**src/core/cxv_consts.svh**
```systemverilog
`ifndef CXV_CONSTS_SVH
`define CXV_CONSTS_SVH

// Register indices; the byte address is four times the index.
`define CXV_IDX_VBASE 3'h0
`define CXV_IDX_SVPC 3'h1
`define CXV_IDX_SVSR 3'h2
`define CXV_IDX_SR 3'h3
`define CXV_IDX_EVCODE 3'h4
`define CXV_IDX_ICODE 3'h5
`define CXV_IDX_ICODE2 3'h6
`define CXV_IDX_PC 3'h7

// Status register field positions.
`define CXV_SR_PRIV_BIT 30
`define CXV_SR_BANK_BIT 29
`define CXV_SR_BLOCK_BIT 28
`define CXV_SR_RST 32'h700000F0

`define CXV_RESET_VEC 32'hA0000000
`define CXV_OFS_GEN 32'h00000100
`define CXV_OFS_TLB 32'h00000400
`define CXV_OFS_INT 32'h00000600

// Event codes.
`define CXV_EC_POR 12'h000
`define CXV_EC_MAN 12'h020
`define CXV_EC_DBG 12'h000
`define CXV_EC_TLB_LD 12'h040
`define CXV_EC_TLB_ST 12'h060
`define CXV_EC_IPW 12'h080
`define CXV_EC_PROT_LD 12'h0A0
`define CXV_EC_PROT_ST 12'h0C0
`define CXV_EC_ADR_LD 12'h0E0
`define CXV_EC_ADR_ST 12'h100
`define CXV_EC_TRAP 12'h160
`define CXV_EC_ILL 12'h180
`define CXV_EC_SLOT 12'h1A0
`define CXV_EC_BKPT 12'h1E0
`define CXV_EC_DMA 12'h5C0

`endif

```
**src/core/cxv_pkg.sv**
```systemverilog
package cxv_pkg;

  typedef struct packed {
    logic i_adr;
    logic i_miss;
    logic i_inv;
    logic i_prot;
    logic illegal;
    logic slot;
    logic d_adr;
    logic d_miss;
    logic d_inv;
    logic d_prot;
    logic ipw;
    logic trap;
    logic bkpt;
    logic dma;
    logic d_store;
    logic d_in_repeat;
  } cxv_exc_req_t;

  typedef struct packed {
    logic [31:0] vbase;
    logic [31:0] svpc;
    logic [31:0] svsr;
    logic [31:0] sr;
    logic [31:0] pc;
    logic [11:0] evcode;
    logic [11:0] icode;
    logic [11:0] icode2;
    logic branch;
    logic abort;
    logic creset;
    logic rd_pend;
    logic wr_pend;
    logic [2:0] idx;
    logic hit;
    logic [31:0] hrdata;
    logic hready;
  } cxv_state_t;

endpackage : cxv_pkg

```
**src/core/cxv_top.sv**
```systemverilog
// Implementation choices: the register offsets and the AHB-Lite interface to the registers.
`timescale 1ns/1ns
`include "cxv_consts.svh"
// Notes on behaviour
// (RULE1) Exceptions abort; interrupts let instruction finish.
// (RULE2) Interrupt acted on only at instruction end.
// (RULE3) Save PC and SR before changing them.
// (RULE4) Entry sets block_mask to one.
// (RULE5) Entry sets priv_mode to one.
// (RULE6) Entry sets bank_select to one.
// (RULE7) Event code written to code registers.
// (RULE8) Then branch to the event vector.
// (RULE9) All resets fetch fixed reset vector, abort.
// (RULE10) TLB miss vectors to base plus 400; a data miss inside a repeat loop takes base plus 100 here.
// (RULE11) Other general exceptions: base plus 100.
// (RULE12) Interrupts vector to base plus 600.
// (RULE13) Software loads the vector base.
// (RULE14) Vector base should lie in fixed regions.
// (RULE15) Return restores PC and SR from saves.
// (RULE16) Resets first; fetch-side errors ordered one to four.
// (RULE17) Illegal, slot, trap share order five.
// (RULE18) Data-side order six to ten, DMA twelve.
// (RULE19) Abort types retry; trap, breakpoint, DMA complete.
// (RULE20) Exception under block_mask resets; interrupts held.
// (RULE21) Power-on reset beats manual reset.
module cxv_top (
  input wire logic clk_sys_i,
  input wire logic reset_i,
  input wire logic ce_i,
  input wire logic hsel_i,
  input wire logic [31:0] haddr_i,
  input wire logic [1:0] htrans_i,
  input wire logic hwrite_i,
  input wire logic [2:0] hsize_i,
  input wire logic [31:0] hwdata_i,
  input wire logic hready_i,
  output logic [31:0] hrdata_o,
  output logic hreadyout_o,
  output logic hresp_o,
  input wire logic por_i,
  input wire logic man_reset_i,
  input wire logic debug_port_reset_i,
  input wire cxv_pkg::cxv_exc_req_t exc_i,
  input wire logic irq_i,
  input wire logic [11:0] irq_code_i,
  input wire logic instr_end_i,
  input wire logic [31:0] pc_i,
  input wire logic [31:0] next_pc_i,
  input wire logic exc_ret_i,
  output logic [31:0] target_pc_o,
  output logic branch_o,
  output logic abort_o,
  output logic cpu_regs_reset_o,
  output logic [31:0] sr_o
);
  import cxv_pkg::*;

  cxv_state_t s_r;
  cxv_state_t s_nxt;
  logic any_reset;
  logic abort_any;
  logic comp_any;
  logic [11:0] ab_code;
  logic [31:0] ab_ofs;
  logic [11:0] cp_code;
  logic blk;

  assign blk = s_r.sr[`CXV_SR_BLOCK_BIT];
  assign any_reset = por_i | man_reset_i | debug_port_reset_i;
  assign abort_any = exc_i.i_adr | exc_i.i_miss | exc_i.i_inv | exc_i.i_prot | exc_i.illegal
                   | exc_i.slot | exc_i.d_adr | exc_i.d_miss | exc_i.d_inv | exc_i.d_prot
                   | exc_i.ipw; // [RULE19]
  assign comp_any = exc_i.trap | exc_i.bkpt | exc_i.dma; // [RULE19]

  // Abort-type events, earliest order within the instruction first.
  always_comb begin
    ab_code = `CXV_EC_IPW;
    ab_ofs = `CXV_OFS_GEN; // [RULE11]
    if (exc_i.i_adr) begin
      ab_code = `CXV_EC_ADR_LD; // [RULE16]
    end else if (exc_i.i_miss) begin
      ab_code = `CXV_EC_TLB_LD;
      ab_ofs = `CXV_OFS_TLB; // [RULE10]
    end else if (exc_i.i_inv) begin
      ab_code = `CXV_EC_TLB_LD;
    end else if (exc_i.i_prot) begin
      ab_code = `CXV_EC_PROT_LD;
    end else if (exc_i.illegal) begin
      ab_code = `CXV_EC_ILL; // [RULE17]
    end else if (exc_i.slot) begin
      ab_code = `CXV_EC_SLOT;
    end else if (exc_i.d_adr) begin
      ab_code = exc_i.d_store ? `CXV_EC_ADR_ST : `CXV_EC_ADR_LD; // [RULE18]
    end else if (exc_i.d_miss) begin
      ab_code = exc_i.d_store ? `CXV_EC_TLB_ST : `CXV_EC_TLB_LD;
      // A miss inside a repeat loop takes the general offset.
      ab_ofs = exc_i.d_in_repeat ? `CXV_OFS_GEN : `CXV_OFS_TLB; // [RULE10]
    end else if (exc_i.d_inv) begin
      ab_code = exc_i.d_store ? `CXV_EC_TLB_ST : `CXV_EC_TLB_LD;
    end else if (exc_i.d_prot) begin
      ab_code = exc_i.d_store ? `CXV_EC_PROT_ST : `CXV_EC_PROT_LD;
    end
  end

  // Completion-type events; trap shares order five but only meets the others here.
  always_comb begin
    cp_code = `CXV_EC_DMA; // [RULE18]
    if (exc_i.trap) begin
      cp_code = `CXV_EC_TRAP; // [RULE17]
    end else if (exc_i.bkpt) begin
      cp_code = `CXV_EC_BKPT;
    end
  end

  always_comb begin
    s_nxt = s_r;
    s_nxt.branch = 1'b0;
    s_nxt.abort = 1'b0;
    s_nxt.creset = 1'b0;
    if (s_r.rd_pend) begin
      s_nxt.rd_pend = 1'b0;
      s_nxt.hready = 1'b1;
      s_nxt.hrdata = 32'h00000000;
      if (s_r.hit) begin
        unique case (s_r.idx)
          `CXV_IDX_VBASE: s_nxt.hrdata = s_r.vbase;
          `CXV_IDX_SVPC: s_nxt.hrdata = s_r.svpc;
          `CXV_IDX_SVSR: s_nxt.hrdata = s_r.svsr;
          `CXV_IDX_SR: s_nxt.hrdata = s_r.sr;
          `CXV_IDX_EVCODE: s_nxt.hrdata = {20'h00000, s_r.evcode};
          `CXV_IDX_ICODE: s_nxt.hrdata = {20'h00000, s_r.icode};
          `CXV_IDX_ICODE2: s_nxt.hrdata = {20'h00000, s_r.icode2};
          `CXV_IDX_PC: s_nxt.hrdata = s_r.pc;
        endcase
      end
    end
    if (s_r.wr_pend) begin
      s_nxt.wr_pend = 1'b0;
      if (s_r.hit) begin
        unique case (s_r.idx)
          `CXV_IDX_VBASE: s_nxt.vbase = hwdata_i; // [RULE13]
          `CXV_IDX_SVPC: s_nxt.svpc = hwdata_i;
          `CXV_IDX_SVSR: s_nxt.svsr = hwdata_i;
          `CXV_IDX_SR: s_nxt.sr = hwdata_i;
          `CXV_IDX_EVCODE: s_nxt.evcode = hwdata_i[11:0];
          default: s_nxt.idx = s_r.idx;
        endcase
      end
    end
    // Reads wait one cycle so a write just before them is already visible.
    if (hsel_i && htrans_i[1] && hready_i) begin
      s_nxt.idx = haddr_i[4:2];
      s_nxt.hit = (haddr_i[31:5] == 27'h0000000);
      s_nxt.wr_pend = hwrite_i;
      s_nxt.rd_pend = !hwrite_i;
      s_nxt.hready = hwrite_i;
    end
    // Hardware events come last so they win over a software write.
    if (any_reset) begin
      s_nxt.evcode = por_i ? `CXV_EC_POR : (man_reset_i ? `CXV_EC_MAN : `CXV_EC_DBG); // [RULE21]
      s_nxt.pc = `CXV_RESET_VEC; // [RULE9]
      s_nxt.sr = `CXV_SR_RST;
      s_nxt.branch = 1'b1;
      s_nxt.abort = 1'b1;
      s_nxt.creset = 1'b1;
    end else if (abort_any || (instr_end_i && comp_any)) begin
      s_nxt.branch = 1'b1; // [RULE8]
      s_nxt.abort = abort_any; // [RULE1]
      if (blk) begin
        // Nested exception under block_mask cannot be saved safely.
        s_nxt.pc = `CXV_RESET_VEC; // [RULE20]
        s_nxt.sr = `CXV_SR_RST;
        s_nxt.creset = 1'b1;
      end else begin
        s_nxt.svpc = abort_any ? pc_i : next_pc_i; // [RULE3] [RULE19]
        s_nxt.svsr = s_r.sr; // [RULE3]
        s_nxt.sr[`CXV_SR_BLOCK_BIT] = 1'b1; // [RULE4]
        s_nxt.sr[`CXV_SR_PRIV_BIT] = 1'b1; // [RULE5]
        s_nxt.sr[`CXV_SR_BANK_BIT] = 1'b1; // [RULE6]
        s_nxt.evcode = abort_any ? ab_code : cp_code; // [RULE7]
        s_nxt.pc = s_r.vbase + (abort_any ? ab_ofs : `CXV_OFS_GEN); // [RULE8] [RULE11]
      end
    end else if (instr_end_i && irq_i && !blk) begin
      s_nxt.svpc = next_pc_i; // [RULE2] [RULE3]
      s_nxt.svsr = s_r.sr;
      s_nxt.sr[`CXV_SR_BLOCK_BIT] = 1'b1; // [RULE4]
      s_nxt.sr[`CXV_SR_PRIV_BIT] = 1'b1; // [RULE5]
      s_nxt.sr[`CXV_SR_BANK_BIT] = 1'b1; // [RULE6]
      s_nxt.icode = irq_code_i; // [RULE7]
      s_nxt.icode2 = irq_code_i;
      s_nxt.pc = s_r.vbase + `CXV_OFS_INT; // [RULE12]
      s_nxt.branch = 1'b1;
    end else if (exc_ret_i) begin
      s_nxt.pc = s_r.svpc; // [RULE15]
      s_nxt.sr = s_r.svsr;
      s_nxt.branch = 1'b1;
    end
  end

  always_ff @(posedge clk_sys_i or posedge reset_i) begin
    if (reset_i) begin
      s_r <= '0;
      s_r.sr <= `CXV_SR_RST;
      s_r.pc <= `CXV_RESET_VEC;
      s_r.hready <= 1'b1;
    end else if (ce_i) begin
      s_r <= s_nxt;
    end
  end

  assign hrdata_o = s_r.hrdata;
  assign hreadyout_o = s_r.hready;
  assign hresp_o = 1'b0;
  assign target_pc_o = s_r.pc;
  assign branch_o = s_r.branch;
  assign abort_o = s_r.abort;
  assign cpu_regs_reset_o = s_r.creset;
  assign sr_o = s_r.sr;

  logic quiet;
  assign quiet = !any_reset && !abort_any && !comp_any;
endmodule : cxv_top

```
**config.mk**
```make
export PLATFORM = sky130hd
export DESIGN_NAME = cxv_top
export DESIGN_NICKNAME = d
export VERILOG_FILES = /design/src/core/cxv_pkg.sv /design/src/core/cxv_top.sv
export VERILOG_INCLUDE_DIRS = /design/src /design/src/core
export SDC_FILE = /design/constraint.sdc
export NUM_CORES = 1
export LEC_CHECK = 0
export BUFFER_PORTS_ARGS = -buffer_cell sky130_fd_sc_hd__clkbuf_2
export CORE_MARGIN = 8
export CORE_UTILIZATION = 53
export DETAILED_ROUTE_END_ITERATION = 8
export PLACE_DENSITY = 0.77
export SLEW_MARGIN = 15
export SYNTH_ARGS = -nofsm -noshare
export SYNTH_HDL_FRONTEND = slang
export SYNTH_SLANG_ARGS = --single-unit
```
**constraint.sdc**
```tcl
create_clock -name clk_sys_i -period 8.69 [get_ports clk_sys_i]
set_input_delay 0.4345 -clock clk_sys_i [delete_from_list [all_inputs] [get_ports clk_sys_i]]
set_output_delay 0.4345 -clock clk_sys_i [all_outputs]
set_load 0.05 [all_outputs]
```
==> results.ini <==
[clock_tree]
post_cts.repair.setup_buffers=0
cts_buffers=24
postCtsResizedCells=0
clock_sink_count=226
cts_tree=done
clockRootBuffer=clkbuf_16
ctsHtreeMaxLevel=1
cts.path.max_buffers=3
clkSlewWorstSetupHoldPaths_ns=0.06
worst_skew_pair.late_latency_ns=0.53
postCtsHoldBufs=0

[flow_run]
cap_viol_max_count=0

[global_routing]
globalRouteTotalUtil=0.288
grt_antenna_before_repair=2
gr-total-overflow=0
number_of_global_route_vias_before_repair=12100
grt_start_max_net_pins=151
grt_pass1_wl_um=70800

[timing]
slew_violations=0
maxSlewHeadroom=0.220
final_critical_delay_including_setup_and_external_delays_ns=4.08
fmax_mhz=245
whs_ns=0.0957
report.final.hold_viol_count=0
worst_slew_pin_tran_ns=1.17
grt_setup_unrepaired=false
setup_total_negative_slack_ns=0
setup_violations=0
clock_tree_skew_after_final_layout_ns=0.0249
final.period_utilization=0.470

[place]
hpwlAfterDp_um=31800
dp.cells=1786
buffer_ports.inserted=266
gp_congestion=0.969

[setup_path]
cp-start-kind=input pin
worst_ep_required_time_ns=9.15
worst_setup_path_end_kind=flip-flop
cp_max_fo=28
worst-setup-path-type=input pin to flip-flop
critPathArrivalTime_ns=4.54

[route]
avgRoutedWirePerCell_um=25.2
count_of_tritonroute_iterations_in_the_first_routing_pass=6
antenna_violating_nets_post_route=0
routed_via_count=12200
drc=0
drtIter0Drc=1579
viasPerCell=6.66
totalWireLength_um=46200

[synth]
syn_inst=1371
synthTopCellsByArea=dfrtp_1 40%, a221o_1 6.4%, mux2_2 6.4%, buf_4 5.4%, nand2_1 4.2%
number_of_enable_type_register_cells_in_the_synthesized_netlist=0
syn-cell-area_um2=13500
fraction_of_post_synthesis_cell_area_in_the_top_cell_type_by_area=0.401
asyncSetResetFlopFracSynth=1.00
synth_seq_cells=226
synth_cell_types=76
mappedNetlistNets=1548
top_reg_cell_synth=dfrtp_1
synthesis.yosys.warnings=0
ys_seq_area_frac=0.421
netlist.top_cell.by_area=dfrtp_1
syn-mean-instance-area_um2=9.82

[finish]
nNetsFinal=1660
mostFrequentLayoutCells=266 x clkbuf_2, 213 x dfrtp_1, 150 x nand2_1
final_common_cell=clkbuf_2
final_cells=1835
nFillCells=2116
area.sequential_um2=5670
area_growth_syn_to_layout_pct=13.1
multi_input_gate_area_um2=6680
final_layout_size_suffix_gt1_frac=0.306

[run_status]
status=finished clean

[die]
core_area_um2=25000
start_util=0.538
fp-row-count=58
floorplan.io_pins=274
die-area_um2=30800
die-width_um=175
die_height_um=175

[power]
design_power_total_uw=2660
max_ir_drop_vdd_mv=0.126
leakage_uw=0.00699
power_density_nw_per_um2=174

[hold_path]
hold_class=input pin to flip-flop

## report_power, final
group          total [uW]  switching, uW  internal [uW]
logic                 364            220            145
registers            1140           58.4           1080
clock network        1150            437            717
## cells by family after synthesis
logic type | Yosys count | share of synthesized area
AOI/OAI and AO/OA | 401 | 0.234
muxes | 101 | 0.0868
DFF | 226 | 0.421
other | 1 | 0.000279
xor gates and xnor gates | 22 | 0.0143
buffers and inverters | 218 | 0.0905
adders and majority gates | 4 | 0.00372
and+or+nand+nor | 398 | 0.149
## worst paths after layout
| check | to | slack (ns) | depth (start not counted) | startpoint |
|---|---|---|---|---|
| max reg2reg | s_r[227]$_DFFE_PP0P_ | 4.83 | 5 | s_r[36]$_DFFE_PP0P_ |
| min reg2reg | hrdata_o[27]$_DFFE_PP0P_ | 0.48 | 2 | hrdata_o[27]$_DFFE_PP0P_ |
| min in group asynchronous | s_r[178]$_DFFE_PP0P_ | 0.16 | 2 | reset_i |
| min | s_r[47]$_DFFE_PP0P_ | 0.1 | 3 | irq_code_i[5] |
| max in group asynchronous | s_r[201]$_DFFE_PP0P_ | 6.91 | 3 | reset_i |
| max | sr_o[19]$_DFFE_PP0P_ | 4.61 | 7 | exc_i[11] |
## registers in the layout, summed over array words and instances, names as in the netlist
name,cells
abort_o,1
branch_o,1
cpu_regs_reset_o,1
hrdata_o,32
hreadyout_o,1
s_r,126
sr_o,32
target_pc_o,32
## layer usage
metal	global-route usage	routed length, um	vias up
li1	-	-	5316
met1	0.378	18700	6015
met2	0.443	20700	771
met3	0.0889	5220	121
met4	0.107	1570	0
met5	0	0	-
## critical path: stages
cell and delay [ns]:
clkbuf_2 0.12, nor4_1 0.89, nand3_1 1.11, nor3_2 1.14, buf_4 0.51, and2_1 0.20
a221o_1 0.11
## layout make-up
class                   count  area share
flip-flops and latches    226       0.372
inverters                  15     0.00419
multi-input cells         927       0.438
diodes                      4    0.000657
repair buffers            289      0.0992
clock inverters             8      0.0110
clock buffers              36      0.0471
well taps                 330      0.0271
## through the flow
stage	area (um2)	utilization	setup WS [ns]
final	15200	0.608	4.61
after floorplan	13500	-	2.08
after detailed placement	14300	0.572	4.31
after global routing	15200	0.608	4.44
after CTS	15200	0.607	4.83
after global placement	14300	0.572	4.44
## synthesized netlist by cell type (9+ instances only)
master      n
buf_4      97
a221o_1    86
a221oi_1   16
a22oi_1    36
xor2_1     13
clkbuf_1   82
and2_1     55
dfstp_2    10
mux2i_1    20
nand4_1    12
buf_2      11
or3_1      14
xnor2_1     9
a22o_1     60
o31ai_1    19
nand3_1    22
nor3_1     30
mux2_2     76
o21ai_0    69
o221a_2     9
nor4_1     14
nor2_1     54
nand2_1   150
a211oi_1   13
dfrtp_1   216
inv_1      14
buf_1      10
a21oi_1    30
a31oi_1    18
No activity file was read; power rests on OpenSTA's default activity.
